File: config.mk
export PLATFORM = sky130hd
export DESIGN_NAME = csbi_bus_if
export DESIGN_NICKNAME = d
export VERILOG_FILES = /design/src/hdl/csbi_pkg.sv /design/src/hdl/csbi_bus_if.sv /design/src/hdl/csbi_timing.sv
export SDC_FILE = /design/constraint.sdc
export NUM_CORES = 1
export LEC_CHECK = 0
export ABC_AREA = 1
export BUFFER_PORTS_ARGS = -buffer_cell sky130_fd_sc_hd__buf_2
export CAP_MARGIN = 20
export CORE_MARGIN = 3
export CORE_UTILIZATION = 45
export DETAILED_ROUTE_END_ITERATION = 8
export PLACE_DENSITY = 0.68
export SLEW_MARGIN = 25
export SYNTH_ARGS = -nofsm -noshare
export SYNTH_HDL_FRONTEND = slang
export SYNTH_SLANG_ARGS = --single-unit
File: constraint.sdc
create_clock -name sys_clk_in -period 4.8 [get_ports sys_clk_in]
set_clock_uncertainty 0.1 [all_clocks]
set_input_delay 0.24 -clock sys_clk_in [delete_from_list [all_inputs] [get_ports sys_clk_in]]
set_output_delay 0.24 -clock sys_clk_in [all_outputs]
set_load 0.03 [all_outputs]
File: src/hdl/csbi_pkg.sv
/*
  Package for the processor system bus interface: machine-state codes,
  timing constants, opcodes and the register indices the sequencer uses.
  Assumes a single 100 MHz system clock and no register bus.
*/
// Operation
// - I/O select lines carry low code bits
// - Read strobe shows I/O direction bit
// - Four flag inputs, first two ports ready
// - Serial input jumpered onto flag four/three
// - Interrupt ends instruction, saves selectors
// - Interrupt sets selectors, clears irq_allow
// - Interrupt state lasts one machine cycle
// - DMA uses pointer register, auto increments
// - DMA state eight clocks, interleaved
// - Two-bit machine state code output
// - Two timing pulses once per cycle
// - Address multiplexed high then low byte
// - Write strobe only with stable address
// - Opcodes set/clear flag output bit
// - Free-running bus clock from oscillator
// - Mode inputs select load/reset/pause/run
// - Nine-clock init cycle after reset
package csbi_pkg;

  // ------------------------------------------------------------
  // Timing
  // ------------------------------------------------------------
  localparam int SYS_CLK_MHZ      = 100;        // System clock rate
  localparam int BUS_CLK_MHZ      = 2;          // Bus clock rate
  localparam int BUS_HALF_CYCLES  = SYS_CLK_MHZ / (2 * BUS_CLK_MHZ);
  localparam int PHASES_PER_CYCLE = 8;          // Bus clocks per machine cycle
  localparam int INIT_PHASES      = 9;          // Init cycle length
  localparam int PHASE_TPA        = 1;          // First pulse phase
  localparam int PHASE_ADDR_LOW   = 2;          // Low byte from here on
  localparam int PHASE_WR_FIRST   = 5;          // Write strobe window
  localparam int PHASE_WR_LAST    = 6;
  localparam int PHASE_TPB        = 7;          // Second pulse phase

  // ------------------------------------------------------------
  // Machine-state codes
  // ------------------------------------------------------------
  // Declaration order yields the two-bit bus state code
  typedef enum logic [1:0] {
    CSBI_FETCH,
    CSBI_EXECUTE,
    CSBI_DMA,
    CSBI_IRQ
  } csbi_state_t;

  // ------------------------------------------------------------
  // Opcodes and register indices
  // ------------------------------------------------------------
  localparam logic [7:0] OP_SET_FLAG   = 8'h7b;
  localparam logic [7:0] OP_CLR_FLAG   = 8'h7a;
  localparam logic [7:0] OP_IO_BASE    = 8'h60;   // I/O group 6x
  localparam logic [3:0] IRQ_DATA_SEL  = 4'h2;
  localparam logic [3:0] IRQ_CNT_SEL   = 4'h1;
  localparam logic [3:0] DMA_PTR_IDX   = 4'h0;

  // ------------------------------------------------------------
  // Mode encodings (clear-level, wait-level)
  // ------------------------------------------------------------
  localparam logic [1:0] MODE_LOAD  = 2'h0;
  localparam logic [1:0] MODE_RESET = 2'h1;
  localparam logic [1:0] MODE_PAUSE = 2'h2;
  localparam logic [1:0] MODE_RUN   = 2'h3;

endpackage

File: src/hdl/csbi_bus_if.sv
/*
  Processor side of the system bus: machine-cycle sequencer, multiplexed
  address, strobes, timing pulses, state code, I/O selects, flags,
  interrupt entry and cycle-stealing DMA. The instruction stream is
  supplied by a core through opcode_in; this block only runs the bus.
  Assumes synchronous inputs and a single 100 MHz clock.
*/
`timescale 1ns/100ps
module csbi_bus_if
  import csbi_pkg::*;
(
  input  wire logic        sys_clk_in,          // 100 MHz clock
  input  wire logic        rst_n_in,            // Async active-low reset
  input  wire logic        clk_en_in,           // Freeze when low
  input  wire logic        clear_level_n_in,    // Mode input, clear
  input  wire logic        wait_level_n_in,     // Mode input, wait
  input  wire logic [7:0]  opcode_in,           // Next instruction code
  input  wire logic        irq_n_in,            // Interrupt line
  input  wire logic        dma_in_request_n_in, // DMA into memory
  input  wire logic        dma_out_request_n_in,// DMA out of memory
  input  wire logic        flag_input_one_in,   // Port A ready
  input  wire logic        flag_input_two_in,   // Port B ready
  input  wire logic        flag_input_three_in, // Flag three
  input  wire logic        flag_input_four_in,  // Flag four
  input  wire logic        serial_data_in,      // Serial receive data
  input  wire logic        serial_input_jumper_in, // 1: flag four
  input  wire logic [7:0]  data_in,             // Data bus in
  output logic [7:0]       data_out,            // Data bus out
  output logic             data_oe_out,         // Drive data bus
  output logic [7:0]       addr_out,            // Multiplexed address
  output logic             memory_read_strobe_out,
  output logic             memory_write_strobe_out,
  output logic             first_timing_pulse_out,
  output logic             second_timing_pulse_out,
  output logic             state_code_high_out,
  output logic             state_code_low_out,
  output logic [2:0]       io_select_lines_out,
  output logic [3:0]       flags_out,           // Flags seen by branches
  output logic             flag_output_bit_out, // Serial output bit
  output logic             irq_allow_out,       // Interrupt enable
  output logic [7:0]       backup_field_out,    // Saved selectors
  output logic [15:0]      dma_pointer_reg_out, // DMA address register
  output logic             bus_clk_out          // 2 MHz bus clock
);
  // ------------------------------------------------------------
  // Reset synchroniser
  // ------------------------------------------------------------
  logic rst_meta, rst_sync;               // Two-stage release
  always_ff @(posedge sys_clk_in or negedge rst_n_in) begin
    if (!rst_n_in) begin
      rst_meta <= 1'b0;
      rst_sync <= 1'b0;
    end else begin
      rst_meta <= 1'b1;
      rst_sync <= rst_meta;
    end
  end

  // ------------------------------------------------------------
  // Mode and timing
  // ------------------------------------------------------------
  wire [1:0] mode      = {clear_level_n_in, wait_level_n_in};
  wire       mode_rst  = (mode == MODE_RESET);
  wire       mode_load = (mode == MODE_LOAD);
  wire       run_ok    = (mode != MODE_PAUSE);                  // Pause stops phases
  logic        tick;                      // Bus clock falling edge
  logic [3:0]  phase;                     // Phase within machine cycle
  logic        in_init;                   // Initialisation cycle
  csbi_state_t state;                     // Current machine state
  wire  [3:0]  last_phase = in_init ? 4'(INIT_PHASES - 1) : 4'(PHASES_PER_CYCLE - 1);
  wire         cyc_end    = tick && run_ok && !mode_rst && (phase == last_phase);

  csbi_timing u_timing (
    .sys_clk_in  (sys_clk_in),
    .rst_n_in    (rst_sync),
    .clk_en_in   (clk_en_in),
    .run_in      (run_ok && !mode_rst),
    .clear_in    (mode_rst),
    .last_in     (last_phase),
    .bus_clk_out (bus_clk_out),
    .tick_out    (tick),
    .phase_out   (phase)
  );

  // ------------------------------------------------------------
  // Decode
  // ------------------------------------------------------------
  logic [7:0]  opcode;                    // Latched instruction
  logic [3:0]  data_sel, cnt_sel;         // Pointer selectors
  logic [15:0] pc;                        // Active program counter
  wire is_io  = (opcode[7:4] == OP_IO_BASE[7:4]) && (opcode[3:0] != 4'h0) && (opcode[2:0] != 3'h0);
  wire io_cyc = (state == CSBI_EXECUTE) && is_io && !in_init;
  wire dma_req  = !dma_in_request_n_in || !dma_out_request_n_in;
  wire irq_take = !irq_n_in && irq_allow_out;
  logic        dma_to_mem;                // Direction latched at DMA entry
  // Request may drop at the first pulse, so direction must not follow it
  wire dma_in   = dma_to_mem;

  // Next machine state; init blocks DMA and interrupt
  csbi_state_t next_state;
  always_comb begin
    case (state)
      CSBI_FETCH:   next_state = CSBI_EXECUTE;
      CSBI_EXECUTE,
      CSBI_DMA,
      CSBI_IRQ: begin
        if (dma_req && !in_init) begin
          next_state = CSBI_DMA;                  // Stolen cycle
        end else if (irq_take && !in_init && state != CSBI_IRQ) begin
          next_state = CSBI_IRQ;                  // After instruction
        end else if (mode_load) begin
          next_state = state == CSBI_IRQ ? CSBI_FETCH : CSBI_EXECUTE; // Idle while loading
        end else begin
          next_state = CSBI_FETCH;
        end
      end
      default:      next_state = CSBI_FETCH;
    endcase
  end

  // ------------------------------------------------------------
  // Sequencer and architectural bits
  // ------------------------------------------------------------
  always_ff @(posedge sys_clk_in or negedge rst_sync) begin
    if (!rst_sync) begin
      state               <= CSBI_EXECUTE;
      in_init             <= 1'b1;
      opcode              <= 8'h00;
      data_sel            <= 4'h0;
      cnt_sel             <= 4'h0;
      pc                  <= 16'h0000;
      irq_allow_out       <= 1'b1;
      flag_output_bit_out <= 1'b0;
      backup_field_out    <= 8'h00;
      dma_pointer_reg_out <= 16'h0000;
      dma_to_mem          <= 1'b0;
    end else if (clk_en_in) begin
      if (mode_rst) begin
        // Held in execute; init cycle follows release
        state               <= CSBI_EXECUTE;
        in_init             <= 1'b1;
        irq_allow_out       <= 1'b1;
        flag_output_bit_out <= 1'b0;
        opcode              <= 8'h00;
      end else if (cyc_end) begin
        state <= next_state;
        if (next_state == CSBI_DMA) begin
          dma_to_mem <= !dma_in_request_n_in;
        end
        if (in_init) begin
          // Clear selectors and DMA pointer
          in_init             <= 1'b0;
          data_sel            <= 4'h0;
          cnt_sel             <= 4'h0;
          dma_pointer_reg_out <= 16'h0000;
        end
        if (state == CSBI_FETCH) begin
          opcode <= opcode_in;
          pc     <= pc + 16'h0001;
        end
        if (state == CSBI_EXECUTE && !in_init) begin
          if (opcode == OP_SET_FLAG) flag_output_bit_out <= 1'b1;
          if (opcode == OP_CLR_FLAG) flag_output_bit_out <= 1'b0;
        end
        if (state == CSBI_DMA) begin
          dma_pointer_reg_out <= dma_pointer_reg_out + 16'h0001;
        end
        if (state == CSBI_IRQ) begin
          backup_field_out <= {data_sel, cnt_sel};
          data_sel         <= IRQ_DATA_SEL;
          cnt_sel          <= IRQ_CNT_SEL;
          irq_allow_out    <= 1'b0;
          pc               <= 16'h0000;   // Counter register restarts
        end
      end
    end
  end

  // ------------------------------------------------------------
  // Bus outputs
  // ------------------------------------------------------------
  wire [15:0] cur_addr  = (state == CSBI_DMA) ? dma_pointer_reg_out : pc;
  wire        active    = !mode_rst;           // Pulses suppressed in reset
  wire        wr_window = (phase >= 4'(PHASE_WR_FIRST)) && (phase <= 4'(PHASE_WR_LAST));
  wire        mem_wr    = (state == CSBI_DMA && dma_in) || (io_cyc && opcode[3]);
  wire        mem_rd    = (state == CSBI_FETCH) || (state == CSBI_DMA && !dma_in);

  always_ff @(posedge sys_clk_in or negedge rst_sync) begin
    if (!rst_sync) begin
      addr_out                <= 8'h00;
      memory_read_strobe_out  <= 1'b0;
      memory_write_strobe_out <= 1'b0;
      first_timing_pulse_out  <= 1'b0;
      second_timing_pulse_out <= 1'b0;
      state_code_high_out     <= 1'b0;
      state_code_low_out      <= 1'b1;      // Reset holds the execute code
      io_select_lines_out     <= 3'h0;
      flags_out               <= 4'h0;
      data_out                <= 8'h00;
      data_oe_out             <= 1'b0;
    end else if (clk_en_in) begin
      // High byte first, low byte later in the cycle
      addr_out <= (phase < 4'(PHASE_ADDR_LOW)) ? cur_addr[15:8] : cur_addr[7:0];
      // One pulse each per cycle
      first_timing_pulse_out  <= active && (phase == 4'(PHASE_TPA));
      second_timing_pulse_out <= active && (phase == 4'(PHASE_TPB));
      // Write only mid-cycle, address stable
      memory_write_strobe_out <= active && mem_wr && wr_window && !in_init;
      // Direction bit during I/O, else read cycles
      memory_read_strobe_out  <= io_cyc ? opcode[3] : (active && mem_rd);
      // State code
      state_code_high_out     <= state[1];
      state_code_low_out      <= state[0];
      // Selects only during I/O
      io_select_lines_out     <= io_cyc ? opcode[2:0] : 3'h0;
      // Serial data steered by jumper
      flags_out <= {serial_input_jumper_in ? serial_data_in : flag_input_four_in,
                    serial_input_jumper_in ? flag_input_three_in : serial_data_in,
                    flag_input_two_in, flag_input_one_in};
      data_out    <= mode_rst ? 8'h00 : data_in;
      data_oe_out <= mode_rst || (mem_wr && !in_init && phase >= 4'(PHASE_ADDR_LOW));
    end
  end

  // ------------------------------------------------------------
  // Checks
  // ------------------------------------------------------------
  irq_len_a: assert property (@(posedge sys_clk_in) disable iff (!rst_sync)
    (state == CSBI_IRQ && cyc_end) |-> phase == 4'(PHASES_PER_CYCLE - 1) ##1 state != CSBI_IRQ)
    else $error("interrupt state length wrong");
  dma_rd_a: assert property (@(posedge sys_clk_in) disable iff (!rst_sync)
    (state == CSBI_DMA && !dma_to_mem && clk_en_in && !mode_rst)
    |=> memory_read_strobe_out && !memory_write_strobe_out)
    else $error("DMA-out cycle not a memory read");
  irq_clr_a: assert property (@(posedge sys_clk_in) disable iff (!rst_sync)
    (state == CSBI_IRQ && cyc_end) |=> !irq_allow_out && data_sel == IRQ_DATA_SEL)
    else $error("interrupt entry values wrong");
  dma_inc_a: assert property (@(posedge sys_clk_in) disable iff (!rst_sync)
    (state == CSBI_DMA && cyc_end) |=> dma_pointer_reg_out == $past(dma_pointer_reg_out) + 16'h0001)
    else $error("DMA pointer not incremented");
  io_sel_a: assert property (@(posedge sys_clk_in) disable iff (!rst_sync)
    !io_cyc |=> io_select_lines_out == 3'h0)
    else $error("I/O select active outside I/O");
  code_a: assert property (@(posedge sys_clk_in) disable iff (!rst_sync)
    ##1 {state_code_high_out, state_code_low_out} == $past(state))
    else $error("state code mismatch");
  wr_win_a: assert property (@(posedge sys_clk_in) disable iff (!rst_sync)
    memory_write_strobe_out |-> addr_out == $past(cur_addr[7:0]))
    else $error("write strobe without stable low address");
  flag_set_a: assert property (@(posedge sys_clk_in) disable iff (!rst_sync)
    (state == CSBI_EXECUTE && !in_init && opcode == OP_SET_FLAG && cyc_end && !mode_rst) |=> flag_output_bit_out)
    else $error("flag output not set");
  init_a: assert property (@(posedge sys_clk_in) disable iff (!rst_sync)
    (in_init && cyc_end) |=> state != CSBI_IRQ && dma_pointer_reg_out == 16'h0000)
    else $error("init cycle misbehaved");
  dir_a: assert property (@(posedge sys_clk_in) disable iff (!rst_sync)
    io_cyc |=> memory_read_strobe_out == $past(opcode[3]))
    else $error("I/O direction wrong");
endmodule

File: src/hdl/csbi_timing.sv
/*
  Bus clock divider and machine-cycle phase counter.
  Assumes a clock enable freezing all state and a synchronous reset copy.
*/
`timescale 1ns/100ps
module csbi_timing
  import csbi_pkg::*;
(
  input  wire logic       sys_clk_in,    // System clock
  input  wire logic       rst_n_in,      // Synchronised reset
  input  wire logic       clk_en_in,     // Global freeze
  input  wire logic       run_in,        // Phase counter runs
  input  wire logic       clear_in,      // Restart phase count
  input  wire logic [3:0] last_in,       // Last phase of this cycle
  output logic            bus_clk_out,   // Free running bus clock
  output logic            tick_out,      // Bus clock falling edge pulse
  output logic [3:0]      phase_out      // Current phase
);
  // ------------------------------------------------------------
  // Divider
  // ------------------------------------------------------------
  logic [7:0] div_cnt;                   // Half period counter
  wire        half_done = (div_cnt == 8'(BUS_HALF_CYCLES - 1));
  assign tick_out = half_done && bus_clk_out && clk_en_in;

  // Bus clock keeps running in every mode
  always_ff @(posedge sys_clk_in or negedge rst_n_in) begin
    if (!rst_n_in) begin
      div_cnt     <= 8'h00;
      bus_clk_out <= 1'b0;
    end else if (clk_en_in) begin
      div_cnt     <= half_done ? 8'h00 : div_cnt + 8'h01;
      if (half_done) begin
        bus_clk_out <= ~bus_clk_out;
      end
    end
  end

  // Phase advances per bus clock, wraps at end of machine cycle
  always_ff @(posedge sys_clk_in or negedge rst_n_in) begin
    if (!rst_n_in) begin
      phase_out <= 4'h0;
    end else if (clk_en_in && clear_in) begin
      // Reset mode restarts the cycle so init gets all its phases
      phase_out <= 4'h0;
    end else if (tick_out && run_in) begin
      phase_out <= (phase_out == last_in) ? 4'h0 : phase_out + 4'h1;
    end
  end
endmodule

==> results of run 1 <==
-- area by class of cell --
class / count / area [um2]
clock inverter: 5 / 106
tap: 140 / 175
multi-input combinational: 454 / 2290
fill: 1026 / 5000
timing repair buffer: 86 / 455
sequential: 93 / 2340
inverter: 84 / 315
clock buffer: 11 / 253
-- metrics by stage --
stage	instances	setup WS [ns]	util [%]	power, uW
after floorplan	658	1.92	-	1350
after global placement	853	2.44	50.6	1480
after detailed placement	853	2.35	50.6	1500
after CTS	873	2.33	54.3	2350
after global routing	873	2.02	54.3	2460
final	873	2.31	54.3	2340
-- what timing repair did --
action | in CTS | in global routing
endpoints found under the hold margin | 5 | 0
buffers inserted | 0 | 0
hold buffers | 4 | 0
-- metal layers --
layer	routed length, um	track usage [%]
met5	0	0
met4	324	9.13
met3	822	3.94
met2	5930	32.2
met1	5880	28.4
-- power by group --
part / switching, uW / internal, uW / total, uW
Combinational: 368 / 158 / 526
Clock: 304 / 538 / 843
Sequential: 94.5 / 877 / 971
-- logic make-up after synthesis --
logic type | count (synthesis) | synth area share, %
fa+ha+maj | 15 | 3.70
flops | 93 | 46.0
buf+inv | 111 | 9.06
simple gates | 310 | 26.4
other cells | 2 | 0.148
compound gates | 106 | 11.9
xor+xnor | 16 | 2.77
-- cells in the final DEF, fill, tap and decap left out, types with 2 or more instances in the layout --
cell,instances
nand2_1,170
dfrtp_1,88
inv_1,82
buf_2,80
nor2_1,59
o21ai_0,49
nand3_1,42
a21oi_1,24
ha_1,15
nand4_1,14
xor2_1,13
nor3_1,12
o21ai_1,10
clkbuf_16,9
a22o_1,8
conb_1,7
nand3b_1,5
a211oi_1,4
o211ai_1,4
dlygate4sd3_1,4
dfstp_2,4
o31ai_1,3
xnor2_1,3
bufinv_16,3
nand2_2,2
clkbuf_8,2
buf_4,2
-- path summary, 6_finish.rpt --
kind,end
worst max register to register,dma_pointer_reg_out[14]$_DFFE_PN0P_
max in group asynchronous,state[0]$_DFFE_PN1P_
min in group asynchronous,rst_sync$_DFF_PN0_
worst min register to register,rst_sync$_DFF_PN0_
worst min-delay path,flags_out[0]$_DFFE_PN0P_
worst max-delay path,dma_pointer_reg_out[14]$_DFFE_PN0P_
-- sequential cells by signal, summed over array words and instances (netlist names), 2 cells and up --
signal,flops
flags_out,4
addr_out,8
data_out,8
dma_pointer_reg_out,16
u_timing.phase_out,4
state,2
io_select_lines_out,3
pc,16
opcode,8
u_timing.div_cnt,8
-- critical path: cells and delay by family (launching register included) --
family / cells / cell delay [ns]
fa+ha+maj: 1 / 0.74
simple gates: 5 / 0.80
flops: 1 / 0.39
buf+inv: 2 / 0.40
==> out/metrics.yaml, run 1 <==
antenna_found_initial: 0
count_of_cell_types_in_the_netlist: 37
power_leakage_uw: 0.00310
cp_data_arrival_time_ns: 2.67
period_minus_slack_ns: 2.49
dr.pass1.iters: 5
num_vias: 4561
critPathLaunch: "state[0]$_DFFE_PN1P_"
ys_async_sr_fraction_pct: 100
overall_overflow_remaining_after_global_route: 0
boundaryPins: 87
clk_root_buffer_cell: "clkbuf_16"
detailedPlacementHpwl_um: 9340
yosys.area.top_type_share_pct: 44.0
core_region_area_um2: 10900
holdPathStages: 3
post_detailed_placement_cell_area_um2: 5540
min_period_over_period_pct: 51.9
r2r_start: "state[0]$_DFFE_PN1P_"
number_of_endpoints_with_negative_hold_slack_in_the_final_report: 0
status: "completed"
worstSetupStartpointType: "flop"
synthTopCellsByArea: "dfrtp_1 (44%), nand2_1 (13%), inv_1 (6.1%)"
synthFlopType: "dfrtp_1"
worst-endpoint-required_ns: 4.98
clk_transition_reported_paths_ns: 0.06
worstSetupPathType: "flop to flop"
antennaDiodeCount: 0
cts.sinks: 93
cts_buffer_count: 9
synth_seq_cells: 93
post-synth-top-count-cell: "nand2_1"
synthToLayoutAreaGrowth_pct: 17.1
hold_path.startpoint: "flag_input_one_in"
fp.dieArea_um2: 12600
max_cap_violation_count: 0
dieHeight_um: 112
crit_path_end_kind: "flop"
syn-mean-instance-area_um2: 7.76
vias_per_cell: 5.22
cpPeakStageDelay_ns: 0.74
drt-initial-drc-count: 340
yosys_warnings: 0
setup_viol_count_final: 0
stdcell_area_um2: 5930
clock.fmax_mhz: 401
sequential_cell_area_fraction_in_the_yosys_report_pct: 46.0
worst_slew_margin_pct: 42.2
min_path_type: "input port to flop"
synth_cells: 653
ranking_of_synthesized_cells_by_instance_count: "nand2_1 (170), dfrtp_1 (89), inv_1 (82)"
detail_route.drc_violations: 0
synthDominantAreaCellType: "dfrtp_1"
timing_worst_slew_pin_value_ns: 0.867
final_nets: 773
post_route_cells_drive_above_1_share_pct: 15.4
gp_congestion: 0.912
critical_path.slowest_cell: "ha_1"
tritoncts_clock_tree: "done"
avgRoutedWirePerCell_um: 14.8
synth_edf_count: 0
crit_path_cell_trace: "inv_1 -> ha_1 -> nor2_1 -> inv_1 -> nand2_2 -> nor2_1 -> nand2_1 -> nand2_1"
postCtsResizedCells: 0
grt_pass1_wl_um: 21400
synthesis.area_um2: 5070
rows: 38
worstRegToRegCells: 8
detail_route.wirelength_um: 13000
p_per_area_nw_per_um2: 394
clk-insertion-delay-late_ns: 0.35
finalSetupTns_ns: 0
htree_levels: 3
regToRegSetupSlack_ns: 2.31
die-width_um: 112
ir_drop_worst_vdd_mv: 0.220
worst-path-max-fanout: 28
numPortBuffers: 80
rsz0062_at_grt: "false"
track_usage_pct: 20.7
fin_worst_hold_slack_ns: 0.0109
drtAntennaViolNets: 0
grt_pass1_vias: 4342
grt_start_max_net_pins: 54
timing_max_transition_violations_final: 0
cts-root-to-sink-buffers: 2
floorplan.initialDensity_pct: 46.3
Power figures use the tool's default switching activity.
==> run 2: changes to the inputs <==
--- a/config.mk
+++ b/config.mk
@@ -11,7 +11,7 @@
 export CORE_MARGIN = 3
 export CORE_UTILIZATION = 45
 export DETAILED_ROUTE_END_ITERATION = 8
-export PLACE_DENSITY = 0.68
+export PLACE_DENSITY = 0.71
 export SLEW_MARGIN = 25
 export SYNTH_ARGS = -nofsm -noshare
 export SYNTH_HDL_FRONTEND = slang
==> constraint.sdc (replaced) <==
create_clock -name sys_clk_in -period 2.1 [get_ports sys_clk_in]
set_clock_uncertainty 0.1 [all_clocks]
set_input_delay 0.105 -clock sys_clk_in [delete_from_list [all_inputs] [get_ports sys_clk_in]]
set_output_delay 0.105 -clock sys_clk_in [all_outputs]
set_load 0.03 [all_outputs]
==> out/metrics.yaml, run 2 (same netlist as run 1, synthesis figures left out) <==
clk-insertion-delay-late_ns: 0.34  # about the same
gp_congestion: 0.948  # +4.0%
dr.pass1.iters: 5  # unchanged
worst-endpoint-required_ns: 2.27  # -2.71 ns
timing_max_transition_violations_final: 0  # unchanged
tritoncts_clock_tree: "done"
antennaDiodeCount: 0  # unchanged
status: "completed"
clkPwrFrac_pct: 32.8  # -3.2 points
drt-initial-drc-count: 343  # +0.88%
track_usage_pct: 22.2  # +1.5 points
post_route_cells_drive_above_1_share_pct: 17.5  # +2.1 points
clk_root_buffer_cell: "clkbuf_16"
cts.sinks: 93  # unchanged
setup_viol_count_final: 0  # unchanged
die-width_um: 112  # unchanged
numPortBuffers: 80  # unchanged
grt_pass1_wl_um: 22700  # +6.2%
cp_data_arrival_time_ns: 2.10  # -0.57 ns
final_nets: 817  # +5.7%
rows: 38  # unchanged
detail_route.wirelength_um: 13600  # +4.7%
worst-path-max-fanout: 18  # -36%
drtAntennaViolNets: 0  # unchanged
clk_transition_reported_paths_ns: 0.06  # about the same
cts_buffer_count: 9  # unchanged
p_per_area_nw_per_um2: 834  # +110%
fp.dieArea_um2: 12600  # unchanged
seq_power_share_pct: 42.0  # +0.5 points
worstSetupPathType: "flop to flop"
detailedPlacementHpwl_um: 9780  # +4.8%
finalSetupTns_ns: 0  # unchanged
number_of_endpoints_with_negative_hold_slack_in_the_final_report: 0  # unchanged
htree_levels: 3  # unchanged
net-switching-power_uw: 1790  # +130%
antenna_found_initial: 0  # unchanged
min_period_over_period_pct: 92.2  # +40 points
min_path_type: "input port to flop"
worst_slew_margin_pct: 57.5  # +15 points
synthToLayoutAreaGrowth_pct: 24.4
num_vias: 4768  # +4.5%
post_detailed_placement_cell_area_um2: 5690  # +2.8%
grt_pass1_vias: 4606  # +6.1%
vias_per_cell: 5.20  # -0.48%
dieHeight_um: 112  # unchanged
layout_common_cells: "nand2_1 (169), dfrtp_1 (88), inv_1 (82), buf_2 (80), nor2_1 (58)"
floorplan.initialDensity_pct: 46.3  # unchanged
avgRoutedWirePerCell_um: 14.8  # -0.36%
timing_worst_slew_pin_value_ns: 0.637  # -0.231 ns
worstSetupStartpointType: "flop"
crit_path_end_kind: "flop"
largestRegisters: "dma_pointer_reg_out (16), pc (16)"
ir_drop_worst_vdd_mv: 0.573  # +160%
rsz0062_at_grt: "true"
core_region_area_um2: 10900  # unchanged
clock.fmax_mhz: 516  # +29%
stdcell_area_um2: 6300  # +6.2%
grt_start_max_net_pins: 37  # -31%
power.switching_fraction_pct: 34.0  # +1.3 points
internal_power_uw: 3470  # +120%
boundaryPins: 87  # unchanged
pwr-share-comb_pct: 25.2  # +2.7 points
overall_overflow_remaining_after_global_route: 0  # unchanged
period_minus_slack_ns: 1.94  # -0.555 ns
most_common_cell_after_layout_fill_and_taps_aside: "nand2_1"
cts-root-to-sink-buffers: 2  # unchanged
detail_route.drc_violations: 0  # unchanged
max_cap_violation_count: 0  # unchanged
power_leakage_uw: 0.00328  # +6.0%
==> run 2: through the flow <==
stage	utilization, %	hold WS [ns]	total power, uW	instances	setup slack, ns
global route	57.6	0.0882	5560	917	-0.0200
finish	57.6	0.0837	5250	917	0.163
floorplan	-	-0.291	3080	658	0.241
CTS	57.2	0.0673	5280	913	0.00319
detailed placement	52.0	-0.206	3500	872	-0.0109
global placement	52.0	-0.211	3460	872	0.137
==> run 2: routing by layer <==
metal | track usage [%] | part of all wire [%]
met3 | 3.34 | 5.3
met1 | 30.4 | 45
met2 | 36.5 | 48
met4 | 6.81 | 1.5
met5 | 0 | 0
==> run 2: final timing paths <==
path	start	to	slack (ns)	cells after the start
max in group asynchronous	rst_sync$_DFF_PN0_	u_timing.div_cnt[4]$_DFFE_PN0P_	1.05	1
setup / recovery	u_timing.div_cnt[0]$_DFFE_PN0P_	dma_pointer_reg_out[2]$_DFFE_PN0P_	0.16	9
setup reg to reg	u_timing.div_cnt[0]$_DFFE_PN0P_	dma_pointer_reg_out[2]$_DFFE_PN0P_	0.16	9
hold reg to reg	rst_sync$_DFF_PN0_	state[1]$_DFFE_PN0P_	0.19	0
min in group asynchronous	rst_sync$_DFF_PN0_	state[1]$_DFFE_PN0P_	0.19	0
hold / removal	clk_en_in	u_timing.div_cnt[3]$_DFFE_PN0P_	0.08	2
==> run 2: power by group through the flow <==
stage               Combinational, uW  Sequential, uW  Clock [uW]
global route                     1480            2240        1840
detailed placement               1270            2240           0
CTS                              1310            2210        1760
floorplan                         633            2450           0
global placement                 1240            2220           0
finish                           1320            2210        1720
==> run 2: area by class of cell <==
cell class	count	area (um2)
Clock inverter	5	75.1
Timing Repair Buffer	129	851
Multi-Input combinational cell	455	2310
Inverter	84	318
Fill cell	1003	4630
Sequential cell	93	2340
Tap cell	140	175
Clock buffer	11	233
==> run 2: repair_timing <==
action	in CTS	in global routing
gates cloned	0	1
endpoints found under the hold margin	23	0
buffers inserted	0	3
pin swaps	0	2
gates resized for setup	1	7
setup endpoints to repair	4	42
hold buffers	25	0
==> run 2: worst max-delay path, cell delays in order (launching register included) <==
cell and delay [ns]:
dfrtp_1 0.40, inv_1 0.11, ha_1 0.16, nand3_1 0.11, nor2_4 0.17, nand3_4 0.14
nor2_8 0.19, buf_8 0.19, nand3_1 0.11, o21ai_1 0.16
